`src/logic/octal_phy_pkg.sv`:
```
// constants and carrier types of the octal ddr data lane
package octal_phy_pkg;

  // ****************************************************************
  // pad geometry
  // ****************************************************************
  localparam int DQ_PADS = 8;
  localparam int STB_PADS = 2;
  localparam int RX_WIDTH = 2 * DQ_PADS;

  // ****************************************************************
  // timing
  // ****************************************************************
  localparam int FABRIC_CLOCK_HZ = 10_000_000;
  localparam int FABRIC_CLOCK_PERIOD_NS = 1_000_000_000 / FABRIC_CLOCK_HZ;
  // gate latency counted in half system cycles
  localparam int GATE_LAT_HALFCYC = 7;
  localparam int GATE_LAT_CYC = (GATE_LAT_HALFCYC + 1) / 2;
  localparam int INIT_TIME_NS = 1000;
  localparam int INIT_CYC =
    (INIT_TIME_NS + FABRIC_CLOCK_PERIOD_NS - 1) / FABRIC_CLOCK_PERIOD_NS;
  localparam int RX_FIFO_DEPTH = 8;

  // ****************************************************************
  // reset values
  // ****************************************************************
  localparam logic [RX_WIDTH-1:0] RX_DATA_RST = 16'h0000;
  localparam logic [DQ_PADS-1:0] DQ_OE_RST = 8'h00;
  localparam logic [STB_PADS-1:0] STB_OE_RST = 2'h0;

  // ****************************************************************
  // carriers
  // ****************************************************************
  typedef struct packed {
    logic [RX_WIDTH-1:0] dqPair;
    logic [DQ_PADS-1:0] dqOe;
    logic [2*STB_PADS-1:0] stbPair;
    logic [STB_PADS-1:0] stbOe;
  } tx_pad_t;

  typedef struct packed {
    logic [RX_WIDTH-1:0] data;
    logic [RX_WIDTH-1:0] valid;
  } rx_word_t;

endpackage : octal_phy_pkg

```
`src/logic/sync_fifo.sv`:
```
// flip-flop fifo with valid/ready on both sides
`timescale 1ns/1ps
module sync_fifo #(
  parameter int WIDTH = 16,
  parameter int DEPTH = 8
) (
  input wire logic fabric_clock,
  input wire logic rst,
  input wire logic inValid,
  output logic inReady,
  input wire logic [WIDTH-1:0] inData,
  output logic outValid,
  input wire logic outReady,
  output logic [WIDTH-1:0] outData
);

  localparam int AW = (DEPTH > 1) ? $clog2(DEPTH) : 1;
  localparam int CW = $clog2(DEPTH + 1);
  localparam logic [AW-1:0] LAST = AW'(DEPTH - 1);
  localparam logic [CW-1:0] FULL = CW'(DEPTH);

  logic [WIDTH-1:0] mem_r [DEPTH];
  logic [WIDTH-1:0] mem_nxt [DEPTH];
  logic [AW-1:0] wrPtr_r, wrPtr_nxt, rdPtr_r, rdPtr_nxt;
  logic [CW-1:0] count_r, count_nxt;
  logic push, pop;

  assign inReady = (count_r != FULL);
  assign outValid = (count_r != '0);
  assign outData = mem_r[rdPtr_r];
  assign push = inValid && inReady;
  assign pop = outValid && outReady;

  always_comb
  begin
    mem_nxt = mem_r;
    wrPtr_nxt = wrPtr_r;
    rdPtr_nxt = rdPtr_r;
    count_nxt = count_r;
    if (push)
    begin
      mem_nxt[wrPtr_r] = inData;
      wrPtr_nxt = (wrPtr_r == LAST) ? '0 : wrPtr_r + 1'b1;
    end
    if (pop)
      rdPtr_nxt = (rdPtr_r == LAST) ? '0 : rdPtr_r + 1'b1;
    if (push && !pop)
      count_nxt = count_r + 1'b1;
    else if (pop && !push)
      count_nxt = count_r - 1'b1;
  end

  always_ff @(posedge fabric_clock or posedge rst)
  begin
    if (rst)
    begin
      for (int i = 0; i < DEPTH; i++)
        mem_r[i] <= '0;
      wrPtr_r <= '0;
      rdPtr_r <= '0;
      count_r <= '0;
    end
    else
    begin
      mem_r <= mem_nxt;
      wrPtr_r <= wrPtr_nxt;
      rdPtr_r <= rdPtr_nxt;
      count_r <= count_nxt;
    end
  end

endmodule : sync_fifo

```
`src/logic/octal_ddr_phy_data_lane.sv`:
```
// octal ddr phy data lane: pad transmit, gated strobe receive, fifo
// Summary of operation
// - only gated strobe edges load receive fifo
// - pad enables taken from fabric each clock once ready, held at reset values before
// - receive valid flags mark delivered data bits
// - gate reaches fifo after fixed latency
// - ready rises when initialization completes
`timescale 1ns/1ps
module octal_ddr_phy_data_lane #(
  parameter int FIFO_DEPTH = octal_phy_pkg::RX_FIFO_DEPTH
) (
  input wire logic fabric_clock,
  input wire logic rst,
  output logic phyReady,
  input wire octal_phy_pkg::tx_pad_t txIn,
  input wire logic [octal_phy_pkg::STB_PADS-1:0] stbGate,
  input wire logic [octal_phy_pkg::DQ_PADS-1:0] dqIn,
  output logic [octal_phy_pkg::DQ_PADS-1:0] dqOutRise,
  output logic [octal_phy_pkg::DQ_PADS-1:0] dqOutFall,
  output logic [octal_phy_pkg::DQ_PADS-1:0] dqOe,
  input wire logic stbIn,
  output logic [octal_phy_pkg::STB_PADS-1:0] stbOutRise,
  output logic [octal_phy_pkg::STB_PADS-1:0] stbOutFall,
  output logic [octal_phy_pkg::STB_PADS-1:0] stbOe,
  output logic stbRxRaw,
  output logic [octal_phy_pkg::DQ_PADS-1:0] dqRxRaw,
  output octal_phy_pkg::rx_word_t rxOut,
  input wire logic rxReady,
  output logic rxOverflow,
  output logic rxFrameError
);
  import octal_phy_pkg::*;

  localparam int ICW = $clog2(INIT_CYC + 1);
  localparam logic [ICW-1:0] INIT_LAST = ICW'(INIT_CYC - 1);

  // ****************************************************************
  // initialization and ready
  // ****************************************************************
  logic [ICW-1:0] initCnt_r, initCnt_nxt;
  logic ready_r, ready_nxt;

  always_comb
  begin
    initCnt_nxt = initCnt_r;
    ready_nxt = ready_r;
    if (!ready_r)
    begin
      if (initCnt_r == INIT_LAST)
        ready_nxt = 1'b1;
      else
        initCnt_nxt = initCnt_r + 1'b1;
    end
  end

  always_ff @(posedge fabric_clock or posedge rst)
  begin
    if (rst)
    begin
      initCnt_r <= '0;
      ready_r <= 1'b0;
    end
    else
    begin
      initCnt_r <= initCnt_nxt;
      ready_r <= ready_nxt;
    end
  end

  assign phyReady = ready_r;

  // ****************************************************************
  // transmit pads
  // ****************************************************************
  tx_pad_t txPad_r, txPad_nxt;

  always_comb
  begin
    txPad_nxt = txIn;
    if (!ready_r)
    begin
      txPad_nxt.dqOe = DQ_OE_RST;
      txPad_nxt.stbOe = STB_OE_RST;
    end
  end

  always_ff @(posedge fabric_clock or posedge rst)
  begin
    if (rst)
      txPad_r <= '0;
    else
      txPad_r <= txPad_nxt;
  end

  assign dqOutRise = txPad_r.dqPair[DQ_PADS-1:0];
  assign dqOutFall = txPad_r.dqPair[RX_WIDTH-1:DQ_PADS];
  assign dqOe = txPad_r.dqOe;
  assign stbOutRise = txPad_r.stbPair[STB_PADS-1:0];
  assign stbOutFall = txPad_r.stbPair[2*STB_PADS-1:STB_PADS];
  assign stbOe = txPad_r.stbOe;

  // ****************************************************************
  // receive: synchronisers, edges, gate delay, word assembly
  // ****************************************************************
  logic stbS1_r, stbS2_r, stbPrev_r;
  logic [DQ_PADS-1:0] dqS1_r, dqS2_r;
  logic [STB_PADS-1:0] gateDly_r [GATE_LAT_CYC];
  logic [STB_PADS-1:0] gateDly_nxt [GATE_LAT_CYC];
  logic [STB_PADS-1:0] gateAtFifo;
  logic [DQ_PADS-1:0] lowHalf_r, lowHalf_nxt;
  logic half_r, half_nxt;
  logic pendValid_r, pendValid_nxt;
  logic [RX_WIDTH-1:0] pendWord_r, pendWord_nxt;
  logic ovf_r, ovf_nxt, ferr_r, ferr_nxt;
  logic riseOk, fallOk, wordDone, fifoReady;

  assign gateAtFifo = gateDly_r[GATE_LAT_CYC-1];
  assign riseOk = ready_r && stbS2_r && !stbPrev_r && gateAtFifo[0];
  assign fallOk = ready_r && !stbS2_r && stbPrev_r && gateAtFifo[1];
  assign wordDone = fallOk && half_r;

  always_comb
  begin
    gateDly_nxt[0] = stbGate;
    for (int i = 1; i < GATE_LAT_CYC; i++)
      gateDly_nxt[i] = gateDly_r[i-1];
    lowHalf_nxt = lowHalf_r;
    half_nxt = half_r;
    pendValid_nxt = pendValid_r && !fifoReady;
    pendWord_nxt = pendWord_r;
    ovf_nxt = ovf_r;
    ferr_nxt = ferr_r;
    if (riseOk)
    begin
      lowHalf_nxt = dqS2_r;
      half_nxt = 1'b1;
    end
    else if (wordDone)
    begin
      half_nxt = 1'b0;
      if (pendValid_r && !fifoReady)
        ovf_nxt = 1'b1;
      else
      begin
        pendValid_nxt = 1'b1;
        pendWord_nxt = {dqS2_r, lowHalf_r};
      end
    end
    else if (fallOk)
      ferr_nxt = 1'b1;
    else if (half_r && gateAtFifo == '0)
    begin
      half_nxt = 1'b0;
      ferr_nxt = 1'b1;
    end
  end

  always_ff @(posedge fabric_clock or posedge rst)
  begin
    if (rst)
    begin
      stbS1_r <= 1'b0;
      stbS2_r <= 1'b0;
      stbPrev_r <= 1'b0;
      dqS1_r <= '0;
      dqS2_r <= '0;
      for (int i = 0; i < GATE_LAT_CYC; i++)
        gateDly_r[i] <= '0;
      lowHalf_r <= '0;
      half_r <= 1'b0;
      pendValid_r <= 1'b0;
      pendWord_r <= RX_DATA_RST;
      ovf_r <= 1'b0;
      ferr_r <= 1'b0;
    end
    else
    begin
      stbS1_r <= stbIn;
      stbS2_r <= stbS1_r;
      stbPrev_r <= stbS2_r;
      dqS1_r <= dqIn;
      dqS2_r <= dqS1_r;
      gateDly_r <= gateDly_nxt;
      lowHalf_r <= lowHalf_nxt;
      half_r <= half_nxt;
      pendValid_r <= pendValid_nxt;
      pendWord_r <= pendWord_nxt;
      ovf_r <= ovf_nxt;
      ferr_r <= ferr_nxt;
    end
  end

  assign stbRxRaw = stbS2_r;
  assign dqRxRaw = dqS2_r;
  assign rxOverflow = ovf_r;
  assign rxFrameError = ferr_r;

  // ****************************************************************
  // receive fifo and fabric output register
  // ****************************************************************
  logic fifoValid, pop;
  logic [RX_WIDTH-1:0] fifoData;
  rx_word_t rxOut_r, rxOut_nxt;

  sync_fifo #(
    .WIDTH(RX_WIDTH),
    .DEPTH(FIFO_DEPTH)
  ) u_rx_fifo (
    .fabric_clock(fabric_clock),
    .rst(rst),
    .inValid(pendValid_r),
    .inReady(fifoReady),
    .inData(pendWord_r),
    .outValid(fifoValid),
    .outReady(rxReady),
    .outData(fifoData)
  );

  assign pop = fifoValid && rxReady;

  always_comb
  begin
    rxOut_nxt.data = rxOut_r.data;
    rxOut_nxt.valid = '0;
    if (pop)
    begin
      rxOut_nxt.data = fifoData;
      rxOut_nxt.valid = '1;
    end
  end

  always_ff @(posedge fabric_clock or posedge rst)
  begin
    if (rst)
      rxOut_r <= '0;
    else
      rxOut_r <= rxOut_nxt;
  end

  assign rxOut = rxOut_r;

  // ****************************************************************
  // assertions
  // ****************************************************************
  AST_GATE_QUAL: assert property (@(posedge fabric_clock) disable iff (rst)
    ((stbS2_r && !stbPrev_r && !$past(stbGate[0], GATE_LAT_CYC)) |=>
      $stable(lowHalf_r)) and
    ((!stbS2_r && stbPrev_r && !$past(stbGate[1], GATE_LAT_CYC)) |=>
      $stable(pendWord_r)))
    else $error("strobe edge accepted outside gate");

  AST_GATE_LAT: assert property (@(posedge fabric_clock) disable iff (rst)
    ready_r |-> gateAtFifo == $past(stbGate, GATE_LAT_CYC))
    else $error("gate latency at fifo wrong");

  AST_TX_OE: assert property (@(posedge fabric_clock) disable iff (rst)
    ready_r |=> (dqOe == $past(txIn.dqOe)) && (stbOe == $past(txIn.stbOe)))
    else $error("pad enable not taken from fabric");

  AST_TX_HOLD: assert property (@(posedge fabric_clock) disable iff (rst)
    !ready_r |=> (dqOe == '0) && (stbOe == '0))
    else $error("pad enable driven before ready");

  AST_RX_VALID: assert property (@(posedge fabric_clock) disable iff (rst)
    pop |=> (rxOut.valid == '1) && (rxOut.data == $past(fifoData)))
    else $error("popped word not presented as valid");

  AST_RX_IDLE: assert property (@(posedge fabric_clock) disable iff (rst)
    !pop |=> rxOut.valid == '0)
    else $error("valid without a popped word");

  AST_READY: assert property (@(posedge fabric_clock) disable iff (rst)
    $rose(phyReady) |-> $past(initCnt_r) == INIT_LAST)
    else $error("ready rose at wrong time");

  AST_PAIR: assert property (@(posedge fabric_clock) disable iff (rst)
    (wordDone && !(pendValid_r && !fifoReady)) |=>
      pendValid_r && pendWord_r == {$past(dqS2_r), $past(lowHalf_r)})
    else $error("word not paired from two strobe edges");

endmodule : octal_ddr_phy_data_lane

```
`config.mk`:
```
export PLATFORM = sky130hd
export DESIGN_NAME = octal_ddr_phy_data_lane
export DESIGN_NICKNAME = d
export VERILOG_FILES = /design/src/logic/octal_phy_pkg.sv /design/src/logic/sync_fifo.sv /design/src/logic/octal_ddr_phy_data_lane.sv
export SDC_FILE = /design/constraint.sdc
export NUM_CORES = 1
export LEC_CHECK = 0
export ABC_AREA = 1
export BUFFER_PORTS_ARGS = -buffer_cell sky130_fd_sc_hd__buf_2
export CAP_MARGIN = 20
export CORE_ASPECT_RATIO = 0.6
export CORE_UTILIZATION = 45
export CTS_CLUSTER_SIZE = 12
export DETAILED_ROUTE_END_ITERATION = 10
export GPL_TIMING_DRIVEN = 0
export SYNTH_ARGS = -nofsm -noshare
export SYNTH_HDL_FRONTEND = slang
export SYNTH_SLANG_ARGS = --single-unit
```
`constraint.sdc`:
```
create_clock -name fabric_clock -period 9.4 [get_ports fabric_clock]
set_input_delay 0.47 -clock fabric_clock [delete_from_list [all_inputs] [get_ports fabric_clock]]
set_output_delay 0.47 -clock fabric_clock [all_outputs]
set_load 0.01 [all_outputs]
```
==> impl_metrics.py <==
metrics = {
    "pwr": {
        "p_int_uw": 2120,
        "switchingPower_uw": 1330,
        "p_leak_uw": 0.00692,
        "peakVddDrop_v": 0.000172,
        "clockPowerShare_pct": 27.4,
        "p_total_uw": 3450,
        "switching_share_pct": 38.4,
        "power_frac_seq_pct": 38.2,
        "power_density_nw_per_um2": 273,
        "power_frac_comb_pct": 34.4,
    },
    "clock_network": {
        "cts_tree": "built",
        "hold_buffers": 0,
        "htreeDepth": 1,
        "postCtsSetupBuffers": 0,
        "ctsResizeCount": 0,
        "numClockSinks": 245,
        "clk_pin_slew_ns": 0.06,
        "root_buffer": "clkbuf_16",
        "insertion_delay_ns": 0.53,
        "numCtsBuffers": 25,
        "cts_buffer_depth": 3,
    },
    "sta": {
        "rsz0062_at_grt": "no",
        "finalCritPeriodShare_pct": 27.2,
        "relSlewSlack_pct": 40.1,
        "finalHoldViolCount": 0,
        "fin_skew_ns": 0.0154,
        "drv_slew": 0,
        "worst_slack_ns": 6.84,
        "finalSetupViolCount": 0,
        "tightest_slew_ns": 0.898,
        "fmax_mhz": 391,
        "timing.final.crit_period_ns": 2.56,
    },
    "floorplanning": {
        "num_rows": 43,
        "die_w_um": 203,
        "die_h_um": 123,
        "initial_core_util_pct": 46.5,
        "core_area_um2": 23400,
        "ioPinCount": 118,
        "dieArea_um2": 24900,
    },
    "yosys": {
        "synth_xor_area_share_pct": 0.402,
        "yosys.area_share.adder_pct": 1.22,
        "avgSynthCellArea_um2": 8.34,
        "syn_inst": 1306,
        "syn-cell-area_um2": 10900,
        "ys_warn_count": 0,
        "synth_compound_area_share_pct": 1.40,
        "yosys_register_bits": 245,
        "synth_seq_area_share_pct": 56.3,
        "synth_nets": 1360,
        "synth_top_family_by_area": "simple AND/OR/NAND/NOR gates",
        "ys_types": 29,
        "yosys.area_share.simple_pct": 30.9,
        "synthMuxAreaShare_pct": 0,
    },
    "finish": {
        "final_common_cell": "nand2_1",
        "layout_common_cells": "nand2_1 (519), dfrtp_1 (245), nand3_1 (238)",
        "final_util_pct": 54.0,
        "fin_cells": 1772,
        "antennaDiodeCount": 0,
        "fin_nets": 1505,
        "drive_above_1_share_pct": 16.5,
        "fin_area_um2": 12600,
        "area_growth_pct": 16.1,
    },
    "route": {
        "routed_wl_um": 29500,
        "drc": 0,
        "viasPerCell": 4.97,
        "drt-met1-wl_um": 14800,
        "postRouteAntennaNets": 0,
        "wl_met3_um": 2490,
        "dr_wl_met2_um": 11800,
        "num_vias": 8806,
        "drt_iter0_drc": 777,
        "wl_per_cell_um": 16.7,
        "firstDrtPassIters": 5,
        "maxUsedRoutingLayer": "met4",
    },
    "placement": {
        "gp_congestion": 0.934,
        "placed_cells": 1739,
        "placed_cell_area_um2": 11900,
        "dp_slack_ns": 6.86,
        "hpwl_um": 21000,
        "io_buffers": 117,
    },
    "grt": {
        "grt.overflow.total": 0,
        "grt_use_total_pct": 24.8,
        "grt_first_pass_wirelength_um": 46800,
        "antenna_found_initial": 0,
        "grt_pass1_vias": 8289,
        "grt_max_degree": 129,
    },
    "critical_path": {
        "end_kind": "flip-flop",
        "start_kind": "flip-flop",
        "reg2reg_slack_ns": 6.84,
        "crit_fanout": 10,
        "cp_data_required_time_ns": 9.87,
        "arrival_ns": 3.02,
        "worstSetupPathType": "flip-flop to flip-flop",
    },
    "outcome": {
        "outcome": "finished, final reports clean",
    },
    "worst_hold_path": {
        "hp-class": "input port to flip-flop",
    },
    "flow_run": {
        "cap_violations": 0,
    },
}
-- power groups by stage --
stage,clock network (uW),registers [uW],logic [uW]
floorplan,0,1340,739
global placement,0,1330,1160
detailed placement,0,1330,1170
CTS,967,1320,1170
global route,1000,1340,1320
finish,947,1320,1190
-- state kept, by name (all words and copies together), names as in the netlist, 3 cells and up --
| name | count |
|---|---|
| dqOutFall | 8 |
| pendWord_r | 16 |
| u_rx_fifo.mem_r | 128 |
| dqRxRaw | 8 |
| lowHalf_r | 8 |
| u_rx_fifo.rdPtr_r | 3 |
| u_rx_fifo.wrPtr_r | 3 |
| dqOutRise | 8 |
| dqS1_r | 8 |
| u_rx_fifo.count_r | 4 |
| rxOut | 17 |
| initCnt_r | 4 |
| gateDly_nxt | 6 |
| dqOe | 8 |
-- per-layer routing --
layer | up-vias | track usage (%)
li1 | 4302 | -
met1 | 4237 | 38.1
met2 | 243 | 35.0
met3 | 24 | 6.77
met4 | 0 | 4.42
met5 | - | 0
-- worst paths after layout --
kind	startpoint	to	depth (start not counted)
setup reg to reg	u_rx_fifo.count_r[0]$_DFFE_PP0P_	u_rx_fifo.count_r[3]$_DFFE_PP0P_	15
setup / recovery	u_rx_fifo.count_r[0]$_DFFE_PP0P_	u_rx_fifo.count_r[3]$_DFFE_PP0P_	15
hold reg to reg	stbS1_r$_DFF_PP0_	stbRxRaw$_DFF_PP0_	0
max in group asynchronous	rst	u_rx_fifo.mem_r[105]$_DFFE_PP0P_	3
hold / removal	txIn[4]	stbOutFall[0]$_DFF_PP0_	1
min in group asynchronous	rst	dqOe[6]$_DFF_PP0_	2
-- layout make-up --
type,count,area [um2]
Buffer,95,552
Clock buffer,30,674
Clock inverter,3,65.1
Fill cell,2269,10800
Inverter,135,517
Multi-Input combinational cell,831,3700
Sequential cell,245,6130
Tap cell,315,394
Timing Repair Buffer,118,613
-- critical path, cell delays in order (launching register included) --
cell and delay, ns:
dfrtp_1 0.44, nor2_2 0.18, nand3_1 0.08, nand2_1 0.11, inv_4 0.09, buf_6 0.18, buf_4 0.19, ha_1 0.20
inv_1 0.14, ha_1 0.28, or2_2 0.31, nand2_1 0.07, nand3_1 0.06, nand2_1 0.07, nand2_1 0.05, nand2_1 0.05
-- cells by family (layout without fill, tap and decap cells) --
| kind of cell | count (synthesis) | after routing |
|---|---|---|
| AND/OR/NAND/NOR | 787 | 787 |
| AO/OA/AOI/OAI | 29 | 29 |
| XOR/XNOR | 5 | 5 |
| adder cells (fa/ha/maj) | 10 | 10 |
| buffers and inverters | 230 | 381 |
| flip-flops | 245 | 245 |
-- metrics by stage --
step	TNS (ns)	hold slack, ns
6_report	0	0.0456
5_1_grt	0	0.0303
4_1_cts	0	0.0251
3_5_place_dp	0	0.335
3_3_place_gp	-175.48	0.332
2_1_floorplan	0	0.331
-- synthesized netlist by cell type --
master	n	area, um2
clkbuf_1	27	101
nand4_1	2	12.5
buf_1	3	11.3
buf_6	7	78.8
inv_1	130	488
or2_2	1	6.26
nand2_4	2	22.5
xnor2_1	3	26.3
buf_4	28	210
nor2_4	7	78.8
xor2_1	2	17.5
nor2_8	1	20.0
buf_2	30	150
a21o_1	1	7.51
o21ai_1	9	45.0
dfrtp_1	245	6130
nand2_1	519	1950
nand2_2	9	56.3
fa_1	1	20.0
nor2_1	6	22.5
o31ai_1	1	7.51
o21bai_1	1	7.51
nand3_1	238	1190
o21ai_0	17	85.1
inv_2	3	11.3
inv_4	1	6.26
nor2_2	2	12.5
ha_1	9	113
clkinv_1	1	3.75
Note: power is estimated with default switching activity, not from simulation.
